$ cat src/tlbmr_pkg.sv
// Constants for the miss reload support block: SPR numbers, field positions, vectors.
// Assumes the core decodes move-to/from-SPR and TLB load ops and presents them as strobes.
package tlbmr_pkg;
   // ----------------------------------------
   // SPR numbers
   // ----------------------------------------
   localparam logic [9:0] SPR_DMISS   = 10'h3d0;
   localparam logic [9:0] SPR_DATA_COMPARE_WORD    = 10'h3d1;
   localparam logic [9:0] SPR_HASH_P  = 10'h3d2;
   localparam logic [9:0] SPR_HASH_S  = 10'h3d3;
   localparam logic [9:0] SPR_IMISS   = 10'h3d4;
   localparam logic [9:0] SPR_INSTR_COMPARE_WORD    = 10'h3d5;
   localparam logic [9:0] SPR_RELOAD  = 10'h3d6;
   // ----------------------------------------
   // Field masks (bit 0 is MSB, so mask bit 31-n)
   // ----------------------------------------
   localparam logic [31:0] RELOAD_MASK  = 32'hfffff1fb;
   localparam logic [31:0] GROUP_MASK   = 32'hffffffc0;
   localparam logic [31:0] CMP_VALID    = 32'h80000000;
   localparam logic [31:0] CMP_HASHID   = 32'h00000040;
   localparam int          CMP_VSID_LSB = 7;
   localparam int          SAVE_WAY_BIT = 31 - 14;
   localparam int          SAVE_DI_BIT  = 31 - 13;
   localparam int          SAVE_KEY_BIT = 31 - 12;
   localparam int          SAVE_SL_BIT  = 31 - 15;
   localparam logic [31:0] VEC_ITLB     = 32'h00001000;
   localparam logic [31:0] VEC_DTLB_LD  = 32'h00001100;
   localparam logic [31:0] VEC_DTLB_ST  = 32'h00001200;
   localparam logic [31:0] RESET_WORD   = 32'h00000000;
endpackage

$ cat src/tlbmr_top.sv
// Miss reload support: miss capture, compare words, group addresses, save word, TLB write.
// Assumes the core stalls issue until older work retires and supplies decoded SPR strobes.
// How it works
// Group addresses differ only in bits 7-25
// Top seven bits from table origin field
// Low six group bits forced zero
// Group addresses read-only, hardware derived
// Software loads reload word before TLB load
// TLB load merges address, compare, reload
// Entry chosen by operand address and way
// Reload word keeps documented field layout
// Miss captures effective address per side
// Older work completes, save word captured
// Miss builds compare word for table search
// Handler compares primary entries, loads reload
// Handler walks eight primary, then secondary
// Handler synthesizes page fault if unfound
// Handler sets changed bit on stores
// Instruction side versus data side registers
// Handler reports protection faults distinctly
// Instruction miss vectors to offset 1000
// Save word holds field zero, way, state
// Shadow scratch registers on miss entry
// Way bit at 14, software overridable
// Compare valid set, hash identifier cleared
// Supervisor-only access to these registers
// Reserved bits read zero, ignore writes
`timescale 1ns/1ns
`default_nettype none
module tlbmr_top
   import tlbmr_pkg::*;
(
   // Clock and reset
   input  wire logic        mclk_i,
   input  wire logic        rst_i,
   // Miss event from translation units
   input  wire logic        imiss_i,
   input  wire logic        dmiss_i,
   input  wire logic        dstore_i,
   input  wire logic        older_done_i,
   input  wire logic [31:0] miss_ea_i,
   input  wire logic [23:0] miss_vsid_i,
   input  wire logic        miss_key_i,
   input  wire logic        lru_way_i,
   input  wire logic [3:0]  cond_field_zero_i,
   input  wire logic [15:0] msr_low_i,
   input  wire logic [31:0] table_base_reg_i,
   // SPR access and TLB load ops
   input  wire logic        supervisor_i,
   input  wire logic        spr_wr_i,
   input  wire logic        spr_rd_i,
   input  wire logic [9:0]  spr_num_i,
   input  wire logic [31:0] spr_wdata_i,
   input  wire logic        save_wr_i,
   input  wire logic        tlb_load_i_i,
   input  wire logic        tlb_load_d_i,
   input  wire logic [31:0] tlb_ea_i,
   // Outputs
   output logic [31:0]      spr_rdata_o,
   output logic             spr_priv_err_o,
   output logic [31:0]      exception_save_reg_o,
   output logic             take_exc_o,
   output logic [31:0]      exc_vector_o,
   output logic             shadow_gpr_o,
   output logic             itlb_we_o,
   output logic             dtlb_we_o,
   output logic [4:0]       tlb_index_o,
   output logic             tlb_way_o,
   output logic [31:0]      tlb_word0_o,
   output logic [31:0]      tlb_word1_o,
   output logic [19:0]      tlb_epn_o
);
   // ----------------------------------------
   // Miss capture
   // ----------------------------------------
   logic [31:0] imiss_reg, dmiss_reg, instr_compare_word_reg, data_compare_word_reg;
   logic [31:0] tlb_reload_lower_word_reg, cmp_next, ihash_p, ihash_s, dhash_p, dhash_s, rd_mux;
   logic        pend_i_reg, pend_d_reg, pend_st_reg, priv_ok, fire, last_i_reg, known;
   assign priv_ok = supervisor_i;
   // The compare word does not depend on which side missed
   assign cmp_next = (CMP_VALID | {1'b0, miss_vsid_i, 7'h00} | {26'h0, miss_ea_i[27:22]})
                     & ~CMP_HASHID;
   always_ff @(posedge mclk_i)
   begin
      if (rst_i)
      begin
         imiss_reg              <= RESET_WORD;
         dmiss_reg              <= RESET_WORD;
         instr_compare_word_reg <= RESET_WORD;
         data_compare_word_reg  <= RESET_WORD;
      end
      else if (imiss_i)
      begin
         imiss_reg              <= miss_ea_i;
         instr_compare_word_reg <= cmp_next;
      end
      else if (dmiss_i)
      begin
         dmiss_reg              <= miss_ea_i;
         data_compare_word_reg  <= cmp_next;
      end
      else if (spr_wr_i && priv_ok)
      begin
         // Writable but risky: the group addresses follow at once
         if (spr_num_i == SPR_IMISS) imiss_reg <= spr_wdata_i;
         if (spr_num_i == SPR_DMISS) dmiss_reg <= spr_wdata_i;
         if (spr_num_i == SPR_INSTR_COMPARE_WORD) instr_compare_word_reg <= spr_wdata_i;
         if (spr_num_i == SPR_DATA_COMPARE_WORD) data_compare_word_reg <= spr_wdata_i;
      end
   end
   // ----------------------------------------
   // Group address builders
   // ----------------------------------------
   tlbmr_hash u_ihash
   (
      .ea_i             (imiss_reg),
      .vsid_i           (instr_compare_word_reg[30:7]),
      .table_base_reg_i (table_base_reg_i),
      .primary_o        (ihash_p),
      .secondary_o      (ihash_s)
   );
   tlbmr_hash u_dhash
   (
      .ea_i             (dmiss_reg),
      .vsid_i           (data_compare_word_reg[30:7]),
      .table_base_reg_i (table_base_reg_i),
      .primary_o        (dhash_p),
      .secondary_o      (dhash_s)
   );
   // Last miss side decides which pair software sees
   always_ff @(posedge mclk_i)
   begin
      if (rst_i) last_i_reg <= 1'b0;
      else if (imiss_i) last_i_reg <= 1'b1;
      else if (dmiss_i) last_i_reg <= 1'b0;
   end
   // ----------------------------------------
   // Reload register
   // ----------------------------------------
   always_ff @(posedge mclk_i)
   begin
      if (rst_i)
         tlb_reload_lower_word_reg <= RESET_WORD;
      else if (spr_wr_i && priv_ok && spr_num_i == SPR_RELOAD)
         tlb_reload_lower_word_reg <= spr_wdata_i & RELOAD_MASK;
   end
   // ----------------------------------------
   // Exception entry
   // ----------------------------------------
   always_ff @(posedge mclk_i)
   begin
      if (rst_i)
      begin
         pend_i_reg  <= 1'b0;
         pend_d_reg  <= 1'b0;
         pend_st_reg <= 1'b0;
      end
      else if (imiss_i || dmiss_i)
      begin
         pend_i_reg  <= imiss_i;
         pend_d_reg  <= dmiss_i & ~imiss_i;
         pend_st_reg <= dstore_i;
      end
      // A miss in the entry cycle must not be lost, so capture wins over the clear
      else if (take_exc_o) {pend_i_reg, pend_d_reg} <= 2'b00;
   end
   // Entry waits for older instructions to retire
   assign fire = (pend_i_reg || pend_d_reg) && older_done_i && !take_exc_o;
   always_ff @(posedge mclk_i)
   begin
      if (rst_i)
      begin
         take_exc_o           <= 1'b0;
         exc_vector_o         <= RESET_WORD;
         shadow_gpr_o         <= 1'b0;
         exception_save_reg_o <= RESET_WORD;
      end
      else
      begin
         take_exc_o <= fire;
         if (fire)
         begin
            exc_vector_o <= pend_i_reg ? VEC_ITLB :
                            (pend_st_reg ? VEC_DTLB_ST : VEC_DTLB_LD);
            shadow_gpr_o <= 1'b1;
            exception_save_reg_o <= {cond_field_zero_i, 8'h00,
                                     miss_key_i, pend_i_reg, lru_way_i,
                                     pend_d_reg & ~pend_st_reg, msr_low_i};
         end
         else if (save_wr_i && priv_ok)
         begin
            exception_save_reg_o <= spr_wdata_i;
            shadow_gpr_o         <= 1'b0;
         end
      end
   end
   // ----------------------------------------
   // TLB write
   // ----------------------------------------
   always_ff @(posedge mclk_i)
   begin
      if (rst_i)
      begin
         itlb_we_o   <= 1'b0;
         dtlb_we_o   <= 1'b0;
         tlb_index_o <= 5'h00;
         tlb_way_o   <= 1'b0;
         tlb_word0_o <= RESET_WORD;
         tlb_word1_o <= RESET_WORD;
         tlb_epn_o   <= 20'h00000;
      end
      else
      begin
         itlb_we_o <= tlb_load_i_i && priv_ok;
         dtlb_we_o <= tlb_load_d_i && !tlb_load_i_i && priv_ok;
         if (tlb_load_i_i || tlb_load_d_i)
         begin
            tlb_index_o <= tlb_ea_i[16:12];
            tlb_way_o   <= exception_save_reg_o[SAVE_WAY_BIT];
            tlb_epn_o   <= tlb_ea_i[31:12];
            tlb_word0_o <= tlb_load_i_i ? instr_compare_word_reg : data_compare_word_reg;
            tlb_word1_o <= tlb_reload_lower_word_reg;
         end
      end
   end
   // ----------------------------------------
   // SPR reads
   // ----------------------------------------
   always_comb
   begin
      known  = 1'b1;
      case (spr_num_i)
         SPR_IMISS:  rd_mux = imiss_reg;
         SPR_DMISS:  rd_mux = dmiss_reg;
         SPR_INSTR_COMPARE_WORD:   rd_mux = instr_compare_word_reg;
         SPR_DATA_COMPARE_WORD:   rd_mux = data_compare_word_reg;
         SPR_HASH_P: rd_mux = last_i_reg ? ihash_p : dhash_p;
         SPR_HASH_S: rd_mux = last_i_reg ? ihash_s : dhash_s;
         SPR_RELOAD: rd_mux = tlb_reload_lower_word_reg;
         default:
         begin
            rd_mux = RESET_WORD;
            known  = 1'b0;
         end
      endcase
   end
   always_ff @(posedge mclk_i)
   begin
      if (rst_i)
      begin
         spr_rdata_o    <= RESET_WORD;
         spr_priv_err_o <= 1'b0;
      end
      else
      begin
         spr_rdata_o    <= (spr_rd_i && priv_ok) ? rd_mux : RESET_WORD;
         spr_priv_err_o <= (spr_rd_i || spr_wr_i) && known && !priv_ok;
      end
   end
   // ----------------------------------------
   // Checks
   // ----------------------------------------
   property p_vec_i;
      @(posedge mclk_i) disable iff (rst_i) (fire && pend_i_reg) |=> exc_vector_o == VEC_ITLB;
   endproperty
   a_vec_i: assert property (p_vec_i) else $error("bad instruction miss vector");
   property p_rld;
      @(posedge mclk_i) disable iff (rst_i) 1'b1 |-> (tlb_reload_lower_word_reg & ~RELOAD_MASK) == 32'h0;
   endproperty
   a_rld: assert property (p_rld) else $error("reload reserved bits set");
   property p_hash;
      @(posedge mclk_i) disable iff (rst_i)
         (ihash_p[31:25] == table_base_reg_i[31:25]) && (ihash_p[5:0] == 6'h00)
         && (ihash_s[31:25] == ihash_p[31:25]);
   endproperty
   a_hash: assert property (p_hash) else $error("group address upper or low bits");
   property p_cmp;
      @(posedge mclk_i) disable iff (rst_i) imiss_i |=> instr_compare_word_reg[31] && !instr_compare_word_reg[6];
   endproperty
   a_cmp: assert property (p_cmp) else $error("compare valid/hash id wrong");
   property p_cap;
      @(posedge mclk_i) disable iff (rst_i) dmiss_i && !imiss_i |=> dmiss_reg == $past(miss_ea_i);
   endproperty
   a_cap: assert property (p_cap) else $error("data miss address not captured");
   property p_wait;
      @(posedge mclk_i) disable iff (rst_i) !older_done_i |=> !take_exc_o;
   endproperty
   a_wait: assert property (p_wait) else $error("exception before older work done");
   property p_way;
      @(posedge mclk_i) disable iff (rst_i) tlb_load_d_i |=> tlb_way_o == $past(exception_save_reg_o[SAVE_WAY_BIT]);
   endproperty
   a_way: assert property (p_way) else $error("TLB way not from save word");
   property p_priv;
      @(posedge mclk_i) disable iff (rst_i) (spr_rd_i && !supervisor_i) |=> spr_rdata_o == 32'h0;
   endproperty
   a_priv: assert property (p_priv) else $error("user read returned data");
   property p_word;
      @(posedge mclk_i) disable iff (rst_i) (tlb_load_i_i && supervisor_i) |=> itlb_we_o && tlb_word1_o == $past(tlb_reload_lower_word_reg);
   endproperty
   a_word: assert property (p_word) else $error("TLB write data not merged");
endmodule
`default_nettype wire

$ cat src/tlbmr_hash.sv
// Primary/secondary page-table-group address builder.
// Assumes the table base register and segment VSID are stable while the miss is captured.
`timescale 1ns/1ns
`default_nettype none
module tlbmr_hash
   import tlbmr_pkg::*;
(
   // Inputs
   input  wire logic [31:0] ea_i,
   input  wire logic [23:0] vsid_i,
   input  wire logic [31:0] table_base_reg_i,
   // Outputs
   output logic      [31:0] primary_o,
   output logic      [31:0] secondary_o
);
   logic [18:0] hash_p;
   logic [18:0] mask_ext;
   logic [18:0] sel_p;
   logic [18:0] sel_s;
   always_comb
   begin
      // Primary hash is low VSID xor page index; secondary is its complement
      hash_p   = {3'h0, vsid_i[15:0] ^ ea_i[27:12]};
      mask_ext = {table_base_reg_i[8:0], 10'h3ff};
      sel_p    = (table_base_reg_i[24:16] & ~mask_ext[18:10]) == 9'h000 ?
                 {table_base_reg_i[24:16] | (hash_p[18:10] & mask_ext[18:10]), hash_p[9:0]} :
                 {table_base_reg_i[24:16] | (hash_p[18:10] & mask_ext[18:10]), hash_p[9:0]};
      sel_s    = {table_base_reg_i[24:16] | (~hash_p[18:10] & mask_ext[18:10]), ~hash_p[9:0]};
      primary_o   = {table_base_reg_i[31:25], sel_p, 6'h00} & GROUP_MASK;
      secondary_o = {table_base_reg_i[31:25], sel_s, 6'h00} & GROUP_MASK;
   end
endmodule
`default_nettype wire

$ cat config.mk
export PLATFORM = sky130hd
export DESIGN_NAME = tlbmr_top
export DESIGN_NICKNAME = d
export VERILOG_FILES = /design/src/tlbmr_pkg.sv /design/src/tlbmr_top.sv /design/src/tlbmr_hash.sv
export SDC_FILE = /design/constraint.sdc
export NUM_CORES = 1
export LEC_CHECK = 0
export BUFFER_PORTS_ARGS = -buffer_cell sky130_fd_sc_hd__buf_2
export CAP_MARGIN = 40
export CORE_MARGIN = 5
export CORE_UTILIZATION = 38
export DETAILED_ROUTE_END_ITERATION = 6
export PLACE_DENSITY_LB_ADDON = 0.25
export SLEW_MARGIN = 20
export SYNTH_ARGS = -nofsm -noshare
export SYNTH_HDL_FRONTEND = slang
export SYNTH_SLANG_ARGS = --single-unit
$ cat constraint.sdc
create_clock -name mclk_i -period 2 [get_ports mclk_i]
set_input_delay 0.2 -clock mclk_i [delete_from_list [all_inputs] [get_ports mclk_i]]
set_output_delay 0.2 -clock mclk_i [all_outputs]
set_load 0.005 [all_outputs]
# Word-level counts from Yosys, hierarchy flattened
# Index checks and enable logic that the tools add are counted.
# word_totals
input_bits	196
register_bits	347
word_cells	119
out_inout_bits	191
# op_classes
n_eq_ne	8
bitwise_logic	21
n_reduce_logical	36
mux	30
# op_table
op	count
32-bit 2-to-1 mux	17
32-bit case mux with 7 select lines	1
10-bit equality test, second input constant	7
25-bit 2-to-1 mux	2
9-bit bitwise OR	4
32-bit by 6-bit bitwise OR with 32-bit output	1
16-bit bitwise XOR	2
10-bit 2-to-1 mux	2
10-bit NOT	2
6-bit by 9-bit bitwise AND with 9-bit output	2
9-bit bitwise AND	2
6-bit NOT with 9-bit output	2
2-bit nonzero test	9
3-bit AND reduction	5
1-bit logical AND	11
1-bit 2-to-1 mux	8
7-bit OR reduction	1
2-bit OR reduction	3
1-bit logical OR	4
1-bit NOT	4
1-bit logical NOT	3
1-bit bitwise AND	2
2-bit != test, second input constant	1

# Longest topological paths before layout
# Gate-level depths: netlist of the first run.
# logic_depth
ltp_word	6
depth_mapped	9
mapped_depth_nobuf	5

# By module
# A second synthesis of the first run with hierarchy kept.
# hier_totals
cells_unflattened	1899
hier_area_um2	15818.9
# modules_own_cells
module	area_each_um2	cells_per_inst	instances
tlbmr_top	14757.9	1745	1
tlbmr_hash	530.5	77	2

# Worst setup path before layout of the first run
# No wires, ideal clock.
# synth_path
kind	input port to flip-flop
startpoint	input spr_num_i[8]
endpoint	register instr_compare_word_reg[21]
setup_ns	0.114
stages	8
arrival_time_ns	1.590
path_slack_ns	0.296
path_buffers	3
cell_sequence	and4_1 > buf_2 > nand2_2 > nor4_4 > nor3_1 > buf_2 > buf_2 > a21o_1
# synth_via
elab_chain_len	3
# synth_lines
element	line_no	source
start, declared	tlbmr_top.sv:52	input wire logic [9:0] spr_num_i,
10-bit equality test	tlbmr_top.sv:107	if (spr_num_i == SPR_INSTR_COMPARE_WORD) instr_compare_word_reg <= spr_wdata_i;
2-bit nonzero test (no source line)	-	
3-bit AND reduction (no source line)	-	
end signal, assigned	tlbmr_top.sv:95	instr_compare_word_reg <= cmp_next;
end signal, assigned	tlbmr_top.sv:107	
end, declared	tlbmr_top.sv:76	logic [31:0] imiss_reg, dmiss_reg, instr_compare_word_reg, data_compare_word_reg;
# No other way between the ends.
# A chain may end at the register's enable or synchronous reset.

# Worst setup path in the final report of the first run
# layout_path
startpoint	register pend_i_reg
endpoint	register exception_save_reg_o[14]
# layout_via
elab_chain_len	4
elab_cells_between_ends	5
cone_classes	1 x mux; 4 x reduce/logical
# layout_lines
element	line_no	source
start, declared	tlbmr_top.sv:78	logic pend_i_reg, pend_d_reg, pend_st_reg, priv_ok, fire, last_i_reg, known;
start signal, assigned	tlbmr_top.sv:160	pend_i_reg <= imiss_i;
1-bit logical OR (*)	tlbmr_top.sv:168	assign fire = (pend_i_reg || pend_d_reg) && older_done_i && !take_exc_o;
1-bit logical AND (*) (2 in a row)	tlbmr_top.sv:168	
32-bit 2-to-1 mux / 2-bit nonzero test (equally long branches)	-	
end signal, assigned	tlbmr_top.sv:186	exception_save_reg_o <= {cond_field_zero_i, 8'h00,
end signal, assigned	tlbmr_top.sv:192	exception_save_reg_o <= spr_wdata_i;
end, declared	tlbmr_top.sv:61	output logic [31:0] exception_save_reg_o,
# Every way passes the cells marked *; elsewhere a longest branch is shown, timed or not.

==> impl_metrics.json, run 1 <==
{
  "clock_sinks": 313,
  "final_antenna_net_count": 0,
  "cts_root_buf": "clkbuf_16",
  "met3_length_mm": 5.767,
  "cap_violations": 0,
  "worstMarginPinSlew_ns": 0.8205,
  "start_kind": "flop",
  "synth-edff-count": 0,
  "report.final.slew_viol_count": 0,
  "coreArea_mm2": 0.03661,
  "die_area_mm2": 0.04104,
  "ir_drop_mv": 0.4706,
  "synth_xor_area_frac": 0.03107,
  "timing_hold_violations_final": 0,
  "grt_max_degree": 114,
  "path_class": "flop to flop",
  "ys_seq_area_frac": 0.4446,
  "drt_iter0_drc": 1217,
  "grt.total_usage": 0.2621,
  "slew_headroom": 0.4500,
  "endpoint_kind": "flop",
  "nets": 2298,
  "top_layer_used": "met5",
  "grt.overflow.total": 0,
  "syn_area_per_cell_um2": 8.384,
  "cp.arrival_ns": 2.36,
  "numCtsBuffers": 37,
  "drt-met1-wl_mm": 23.57,
  "path_clk_slew_ns": 0.06,
  "grt_pass1_wl_mm": 83.62,
  "synth-simple-area-share": 0.1657,
  "muxShareOfSynthArea": 0.07058,
  "start_util": 0.3850,
  "io_pins": 387,
  "fin_area_mm2": 0.01883,
  "synth_adder_area_share": 0,
  "worstPathRequired_ns": 2.47,
  "post-route-period-util": 0.9474,
  "period_needed_ns": 1.895,
  "violations": "design-rule violations",
  "drc_errors": 2,
  "placed_cell_area_mm2": 0.01644,
  "drive_above_1_share": 0.2368,
  "dieHeight_um": 202.6,
  "portBuffers": 334,
  "finalSetupViolCount": 0,
  "drt_wl_total_mm": 57.24,
  "htreeDepth": 2,
  "synth_compound_area_frac": 0.2244,
  "cts_tree": "built",
  "die-width_um": 202.6,
  "place.gp.congestion": 0.8908,
  "syn_to_final_growth_pct": 33.63,
  "wl_met2_mm": 26.43,
  "antenna_found_initial": 5,
  "syn_area_mm2": 0.01409,
  "synth_top_family_by_area": "compound AO/OA/AOI/OAI gates",
  "synthDistinctLibCells": 51,
  "insertion_delay_ns": 0.54,
  "rows": 70,
  "dpl.hpwl_mm": 40.09,
  "crit_fanout": 14,
  "skew_ns": 0.01545,
  "wl_per_cell_um": 22.02,
  "cts_buffer_depth": 3,
  "dr.pass1.iters": 7,
  "yosys_warnings": 0,
  "syn_inst": 1681,
  "fmax_mhz": 527.8,
  "synth_seq_cells": 313,
  "first_global_vias": 13700,
  "layoutNonFillerInstCount": 2599,
  "viasPerCell": 5.446,
  "dp_cells": 2416,
  "min_path_type": "input port to flop",
  "outcome": "complete, but fails checks",
  "synthArstFlopShare": 0,
  "leakage_uw": 0.008165,
  "vias": 14150,
  "p_per_area_mw_per_mm2": 831.9,
  "yosys_most_used_dff": "dfxtp_1"
}
-- what timing repair did --
action | 4_1_cts | 5_1_grt
buffers inserted | 0 | 2
endpoints found under the hold margin | 111 | 0
gates resized for setup | 0 | 3
hold buffers | 111 | 0
setup endpoints to repair | 0 | 4
-- path summary, 6_finish.rpt --
check	start	end	slack (ns)	cells after the start
max	pend_i_reg$_SDFFE_PP0P_	exception_save_reg_o[14]$_SDFFE_PP0P_	0.11	5
min	miss_ea_i[15]	dmiss_reg[15]$_SDFFE_PP0P_	0.01	3
max reg2reg	pend_i_reg$_SDFFE_PP0P_	exception_save_reg_o[14]$_SDFFE_PP0P_	0.11	5
min reg2reg	exc_vector_o[12]$_SDFFE_PP0P_	exc_vector_o[12]$_SDFFE_PP0P_	0.45	2
-- critical path, stage by stage, from the launching register on --
cell,delay (ns)
dfxtp_1,0.35
o211ai_1,0.35
clkbuf_16,0.25
nor2_1,0.05
a311oi_1,0.25
dlygate4sd3_1,0.59
-- cell usage after synthesis, types with 2 or more instances --
| master | instances | area, um^2 |
|---|---|---|
| nand2b_1 | 3 | 18.77 |
| o22ai_1 | 3 | 18.77 |
| xor2_1 | 24 | 210.2 |
| a32oi_1 | 5 | 43.79 |
| a21oi_1 | 242 | 1211 |
| xnor2_1 | 26 | 227.7 |
| nand3_1 | 16 | 80.08 |
| nor4_1 | 3 | 18.77 |
| mux2i_1 | 69 | 690.7 |
| a22oi_1 | 39 | 292.8 |
| and2_1 | 3 | 18.77 |
| mux2_2 | 5 | 56.30 |
| and3b_1 | 2 | 17.52 |
| mux4_2 | 11 | 247.7 |
| a31oi_1 | 7 | 43.79 |
| nor2_1 | 187 | 701.9 |
| buf_1 | 11 | 41.29 |
| a211oi_1 | 67 | 503.0 |
| nor2b_1 | 33 | 206.5 |
| nand2_1 | 277 | 1040 |
| a21o_1 | 31 | 232.7 |
| nand4_1 | 2 | 12.51 |
| buf_4 | 44 | 330.3 |
| inv_1 | 8 | 30.03 |
| a222oi_1 | 9 | 90.09 |
| a22o_1 | 36 | 315.3 |
| a2bb2oi_1 | 4 | 35.03 |
| a21oi_2 | 2 | 17.52 |
| nand3b_1 | 4 | 30.03 |
| o21ai_0 | 20 | 100.1 |
| nor3b_4 | 2 | 37.54 |
| a311oi_1 | 24 | 210.2 |
| nor3_1 | 10 | 50.05 |
| clkbuf_1 | 95 | 356.6 |
| o211ai_1 | 3 | 22.52 |
| dfxtp_1 | 313 | 6266 |
| buf_2 | 27 | 135.1 |
-- cells by family (layout without fill, tap and decap cells) --
group	after synthesis	in the layout
XOR/XNOR	50	50
buffers and inverters	185	600
AO/OA/AOI/OAI	495	495
flip-flops	313	313
AND/OR/NAND/NOR	552	552
other	1	36
multiplexers	85	85
-- per-stage QoR --
stage	setup slack (ns)	setup TNS, ns	power, uW	hold slack (ns)	utilization
2_1_floorplan	0.2957	0	7950	0.3360	-
3_3_place_gp	0.1351	0	8731	0.4310	0.4491
3_5_place_dp	0.02842	0	8772	0.4429	0.4491
4_1_cts	0.1250	0	15730	0.0001141	0.5130
5_1_grt	-0.02461	-0.04241	16230	0.008793	0.5143
6_report	0.1052	0	15670	0.01245	0.5144
-- cells in the final DEF, fill, tap and decap left out, types with 6 or more instances in the layout --
master,n
nand3_1,16
dfxtp_1,313
a22oi_1,39
clkbuf_8,12
buf_4,68
nor3_1,9
nand2_1,277
xnor2_1,26
clkbuf_1,7
a31oi_1,6
a222oi_1,9
a311oi_1,24
mux2i_1,69
o21ai_0,20
a211oi_1,67
a21oi_1,242
a21o_1,31
dlygate4sd3_1,110
clkbuf_16,40
buf_12,13
nor2_1,185
buf_2,331
a22o_1,36
conb_1,33
xor2_1,24
inv_1,8
nor2b_1,33
mux4_2,11
-- routing by layer --
| layer | track usage | vias to the layer above |
|---|---|---|
| li1 | - | 6684 |
| met1 | 0.3445 | 6724 |
| met2 | 0.4209 | 651 |
| met3 | 0.07619 | 91 |
| met4 | 0.07784 | 4 |
| met5 | 0 | - |
-- report_power, final --
group / total, uW / switching [uW] / internal [uW]
clock network: 6790 / 2700 / 4090
logic: 2130 / 1170 / 954
registers: 6740 / 233 / 6510
-- layout make-up --
class | instances | area (um^2)
Tap cell | 468 | 585.6
Inverter | 8 | 30.03
Multi-Input combinational cell | 1215 | 7114
Fill cell | 3510 | 17780
Antenna cell | 3 | 7.507
Clock inverter | 8 | 73.82
Timing Repair Buffer | 527 | 3602
Clock buffer | 57 | 1154
Sequential cell | 313 | 6266
Power figures use the tool's default switching activity.
==> run 2: changes to the inputs <==
--- a/config.mk
+++ b/config.mk
@@ -11,6 +11,7 @@
 export CORE_UTILIZATION = 38
 export DETAILED_ROUTE_END_ITERATION = 6
 export PLACE_DENSITY_LB_ADDON = 0.25
+export SETUP_SLACK_MARGIN = 0.05
 export SLEW_MARGIN = 20
 export SYNTH_ARGS = -nofsm -noshare
 export SYNTH_HDL_FRONTEND = slang
==> constraint.sdc (replaced) <==
create_clock -name mclk_i -period 2 [get_ports mclk_i]
set_input_delay 0.6 -clock mclk_i [delete_from_list [all_inputs] [get_ports mclk_i]]
set_output_delay 0.6 -clock mclk_i [all_outputs]
set_load 0.005 [all_outputs]
==> impl_metrics.json, run 2 (same netlist as run 1, synthesis figures left out) <==
{
  "finalSetupViolCount": 0,
  "drive_above_1_share": 0.2700,
  "coreArea_mm2": 0.03661,
  "met3_length_mm": 5.080,
  "outcome": "completed",
  "insertion_delay_ns": 0.53,
  "min_path_type": "input port to flop",
  "start_util": 0.3850,
  "place.gp.congestion": 0.9472,
  "grt_max_degree": 84,
  "rows": 70,
  "grt_pass1_wl_mm": 81.72,
  "r2r-start": "last_i_reg$_SDFFE_PP0N_",
  "hp-start": "tlb_ea_i[31]",
  "layoutNonFillerInstCount": 2542,
  "p_per_area_mw_per_mm2": 846.7,
  "ir_drop_mv": 0.5942,
  "wl_per_cell_um": 21.86,
  "leakage_uw": 0.007963,
  "first_global_vias": 13360,
  "crit_fanout": 14,
  "nFillCells": 3559,
  "critical_path.startpoint": "spr_num_i[0]",
  "start_kind": "input port",
  "syn_to_final_growth_pct": 29.05,
  "total_power_uw": 15400,
  "cts_tree": "built",
  "vias": 13900,
  "grt.total_usage": 0.2563,
  "worstPathRequired_ns": 2.40,
  "viasPerCell": 5.467,
  "numCtsBuffers": 36,
  "fin_area_mm2": 0.01819,
  "wl_met2_mm": 25.04,
  "dieHeight_um": 202.6,
  "cts_buffer_depth": 3,
  "placed_cell_area_mm2": 0.01698,
  "final_common_cell": "buf_2",
  "grt.overflow.total": 0,
  "path_class": "input port to flop",
  "final_antenna_net_count": 0,
  "nets": 2240,
  "cts_root_buf": "clkbuf_16",
  "clock_sinks": 313,
  "post-route-period-util": 0.8836,
  "drt-met1-wl_mm": 23.77,
  "skew_ns": 0.01900,
  "seqCellArea_mm2": 0.006266,
  "io_pins": 387,
  "cts_setup_buffers": 0,
  "drc_errors": 0,
  "dp_cells": 2474,
  "endpoint_kind": "flop",
  "cap_violations": 0,
  "grt_setup_unrepaired": "no",
  "dr.pass1.iters": 5,
  "drt_iter0_drc": 1170,
  "drt_wl_total_mm": 55.56,
  "report.final.slew_viol_count": 0,
  "die-width_um": 202.6,
  "htreeDepth": 2,
  "final_cell_mix": "buf_2, dfxtp_1, nand2_1",
  "setup_ws_ns": 0.2328,
  "cp.arrival_ns": 2.17,
  "path_clk_slew_ns": 0.06,
  "fmax_mhz": 565.9,
  "period_needed_ns": 1.767,
  "cts-resized-gates": 0,
  "portBuffers": 334,
  "die_area_mm2": 0.04104,
  "postCtsHoldBufs": 0,
  "timing_hold_violations_final": 0,
  "timing.hold.ws_ns": 0.3056,
  "multi_input_area_mm2": 0.007131,
  "top_layer_used": "met5",
  "antenna_found_initial": 11,
  "post-place-ws_ns": -0.2802,
  "dpl.hpwl_mm": 40.98
}
## run 2: cell count changes in the layout (fill, tap and decap cells not counted), sizes merged
cell	before	now
buf	414	469
inv	9	10
bufinv	1	2
dlymetal6s4s	1	0
clkinvlp	2	1
clkinv	4	5
clkbuf	59	52
diode	3	7
dlygate4sd3	110	0
## run 2: path summary, 6_finish.rpt
kind | to | slack (ns) | cells past startpoint
worst max-delay path | spr_rdata_o[16]$_SDFF_PP0_ | 0.23 | 8
worst min-delay path | tlb_epn_o[19]$_SDFFE_PP0P_ | 0.31 | 3
worst max register to register | spr_rdata_o[20]$_SDFF_PP0_ | 0.38 | 5
worst min register to register | imiss_reg[1]$_SDFFE_PP0P_ | 0.45 | 2
## run 2: critical path, stage by stage
cell	delay [ns]
buf_4	0.25
buf_12	0.15
nor2b_1	0.37
buf_4	0.23
a32oi_1	0.06
nand3_1	0.09
o21ai_0	0.09
a211oi_1	0.32
## run 2: per-layer routing
layer | global-route usage | vias to the layer above
li1 | - | 6572
met5 | 0 | -
met4 | 0.07759 | 12
met2 | 0.4063 | 630
met3 | 0.06245 | 101
met1 | 0.3481 | 6582
## run 2: layout make-up
| cell class | count | area share |
|---|---|---|
| multi-input combinational | 1215 | 0.3921 |
| sequential | 313 | 0.3445 |
| timing repair buffer | 470 | 0.1633 |
| clock buffer | 51 | 0.05930 |
| tap | 468 | 0.03220 |
| clock inverter | 10 | 0.006054 |
| inverter | 8 | 0.001651 |
| antenna | 7 | 0.0009631 |
## run 2: where the power goes
part | internal [uW] | total (uW) | switching, uW
logic | 874 | 2010 | 1140
clock network | 4000 | 6640 | 2640
registers | 6510 | 6740 | 233
total | 11400 | 15400 | 4010
## run 2: metrics by stage
stage,util,TNS (ns)
4_1_cts,0.4963,0
3_5_place_dp,0.4638,-31.43
3_3_place_gp,0.4638,-29.34
2_1_floorplan,-,-0.4580
6_report,0.4968,0
5_1_grt,0.4966,0
==> run 3: changes to the inputs <==
--- a/config.mk
+++ b/config.mk
@@ -7,6 +7,7 @@
 export LEC_CHECK = 0
 export BUFFER_PORTS_ARGS = -buffer_cell sky130_fd_sc_hd__buf_2
 export CAP_MARGIN = 40
+export CORE_ASPECT_RATIO = 1.2
 export CORE_MARGIN = 5
 export CORE_UTILIZATION = 38
 export DETAILED_ROUTE_END_ITERATION = 6
==> impl_metrics.json, run 3 (same netlist as run 1, synthesis figures left out) <==
{
  "outcome": "completed",
  "min_path_type": "input port to flop",
  "rrSetupSlack_ns": 0.47,
  "timing.hold.ws_ns": 0.3055,
  "finalSetupViolCount": 0,
  "cts_tree": "built",
  "timing_hold_violations_final": 0,
  "cts_buffer_depth": 3,
  "drt_iter0_drc": 1160,
  "nFillCells": 3613,
  "hp-start": "tlb_ea_i[21]",
  "path_class": "input port to flop",
  "syn_to_final_growth_pct": 29.38,
  "start_kind": "input port",
  "worstHoldPathCells": 3,
  "skew_ns": 0.01019,
  "path_clk_slew_ns": 0.06,
  "cts-resized-gates": 0,
  "rows": 77,
  "fin_setup_tns_ns": 0,
  "first_global_vias": 13250,
  "start_util": 0.3829,
  "dieHeight_um": 221.0,
  "total_power_uw": 16080,
  "final_antenna_net_count": 0,
  "drt_wl_total_mm": 54.66,
  "r2r_cells": 5,
  "cts_root_buf": "clkbuf_16",
  "cts_setup_buffers": 0,
  "post-route-period-util": 0.8929,
  "p_per_area_mw_per_mm2": 882.2,
  "numCtsBuffers": 36,
  "wl_per_cell_um": 21.58,
  "dr.pass1.iters": 6,
  "crit_fanout": 11,
  "die_area_mm2": 0.04106,
  "clock_sinks": 313,
  "grt_pass1_wl_mm": 80.81,
  "report.final.slew_viol_count": 0,
  "drive_above_1_share": 0.2650,
  "postCtsHoldBufs": 0,
  "nets": 2222,
  "placed_cell_area_mm2": 0.01690,
  "final_cell_mix": "buf_2, dfxtp_1, nand2_1",
  "ir_drop_mv": 0.6252,
  "r2r-end": "spr_rdata_o[16]$_SDFF_PP0_",
  "portBuffers": 334,
  "r2r-start": "last_i_reg$_SDFFE_PP0N_",
  "grt_setup_unrepaired": "no",
  "antenna_found_initial": 11,
  "io_pins": 387,
  "grt.total_usage": 0.2532,
  "die-width_um": 185.8,
  "coreArea_mm2": 0.03680,
  "hold_end": "tlb_epn_o[9]$_SDFFE_PP0P_",
  "fmax_mhz": 560.0,
  "insertion_delay_ns": 0.53,
  "drc_errors": 0,
  "leakage_uw": 0.007962,
  "final_common_cell": "buf_2",
  "fin_area_mm2": 0.01823,
  "endpoint_kind": "flop",
  "worstMarginPinSlew_ns": 0.5407,
  "slew_headroom": 0.6388,
  "cp.arrival_ns": 2.19,
  "vias": 13830,
  "viasPerCell": 5.458,
  "dpl.hpwl_mm": 40.54,
  "htreeDepth": 2,
  "worstPathRequired_ns": 2.40,
  "place.gp.congestion": 0.9047,
  "grt.overflow.total": 0,
  "period_needed_ns": 1.786,
  "cap_violations": 0,
  "grt_max_degree": 80
}
==> run 3: changes by cell type in the layout (fill, tap and decap cells not counted), sizes merged <==
cell and change:
bufinv +6, diode -1, clkinv +2, buf -18, clkbuf -4
==> run 3: power breakdown <==
group | switching [uW] | internal, uW | leakage [uW]
Sequential | 229 | 6510 | 0.00256
Combinational | 1130 | 861 | 0.00475
Clock | 2700 | 4650 | 0.000654
Total | 4060 | 12000 | 0.00796
==> run 3: metal layers <==
metal | routed length, um | track usage | part of all wire
met5 | 73 | 0 | 0.0013
met4 | 1971 | 0.09476 | 0.036
met3 | 5174 | 0.05864 | 0.095
met2 | 25200 | 0.4054 | 0.46
met1 | 22250 | 0.3320 | 0.41
==> run 3: worst max path at each step <==
stage / endpoint / from / slack, ns / depth (start not counted)
6_report: spr_rdata_o[16]$_SDFF_PP0_ / spr_num_i[0] / 0.21 / 7
5_1_grt: tlb_reload_lower_word_reg[26]$_SDFFE_PP0P_ / spr_num_i[5] / 0.17 / 8
4_1_cts: tlb_reload_lower_word_reg[26]$_SDFFE_PP0P_ / spr_num_i[5] / 0.30 / 8
3_5_place_dp: spr_rdata_o[7]$_SDFF_PP0_ / spr_num_i[0] / -0.23 / 8
3_3_place_gp: spr_rdata_o[7]$_SDFF_PP0_ / spr_num_i[0] / -0.29 / 8
2_1_floorplan: instr_compare_word_reg[22]$_SDFFE_PP0P_ / spr_num_i[5] / -0.05 / 7
==> run 3: critical path: stages <==
cell      delay [ns]
buf_4           0.21
buf_4           0.20
nor2b_1         0.47
a32oi_1         0.11
nand3_1         0.13
o21ai_0         0.12
a211oi_1        0.33
==> run 3: cell type report <==
| cell class | count | area (um^2) | area share |
|---|---|---|---|
| tap | 474 | 593.1 | 0.03253 |
| multi-input combinational | 1215 | 7122 | 0.3906 |
| antenna | 6 | 15.01 | 0.0008234 |
| clock inverter | 18 | 300.3 | 0.01647 |
| timing repair buffer | 452 | 2884 | 0.1582 |
| inverter | 8 | 30.03 | 0.001647 |
| clock buffer | 47 | 1023 | 0.05613 |
| sequential | 313 | 6266 | 0.3436 |
==> run 3: metrics by stage <==
stage / util / std cells / setup WS, ns
global route: 0.4954 / 2532 / 0.1657
floorplan: - / 1713 / -0.04581
detailed placement: 0.4591 / 2462 / -0.2305
CTS: 0.4950 / 2527 / 0.2950
finish: 0.4954 / 2533 / 0.2143
global placement: 0.4591 / 2462 / -0.2900
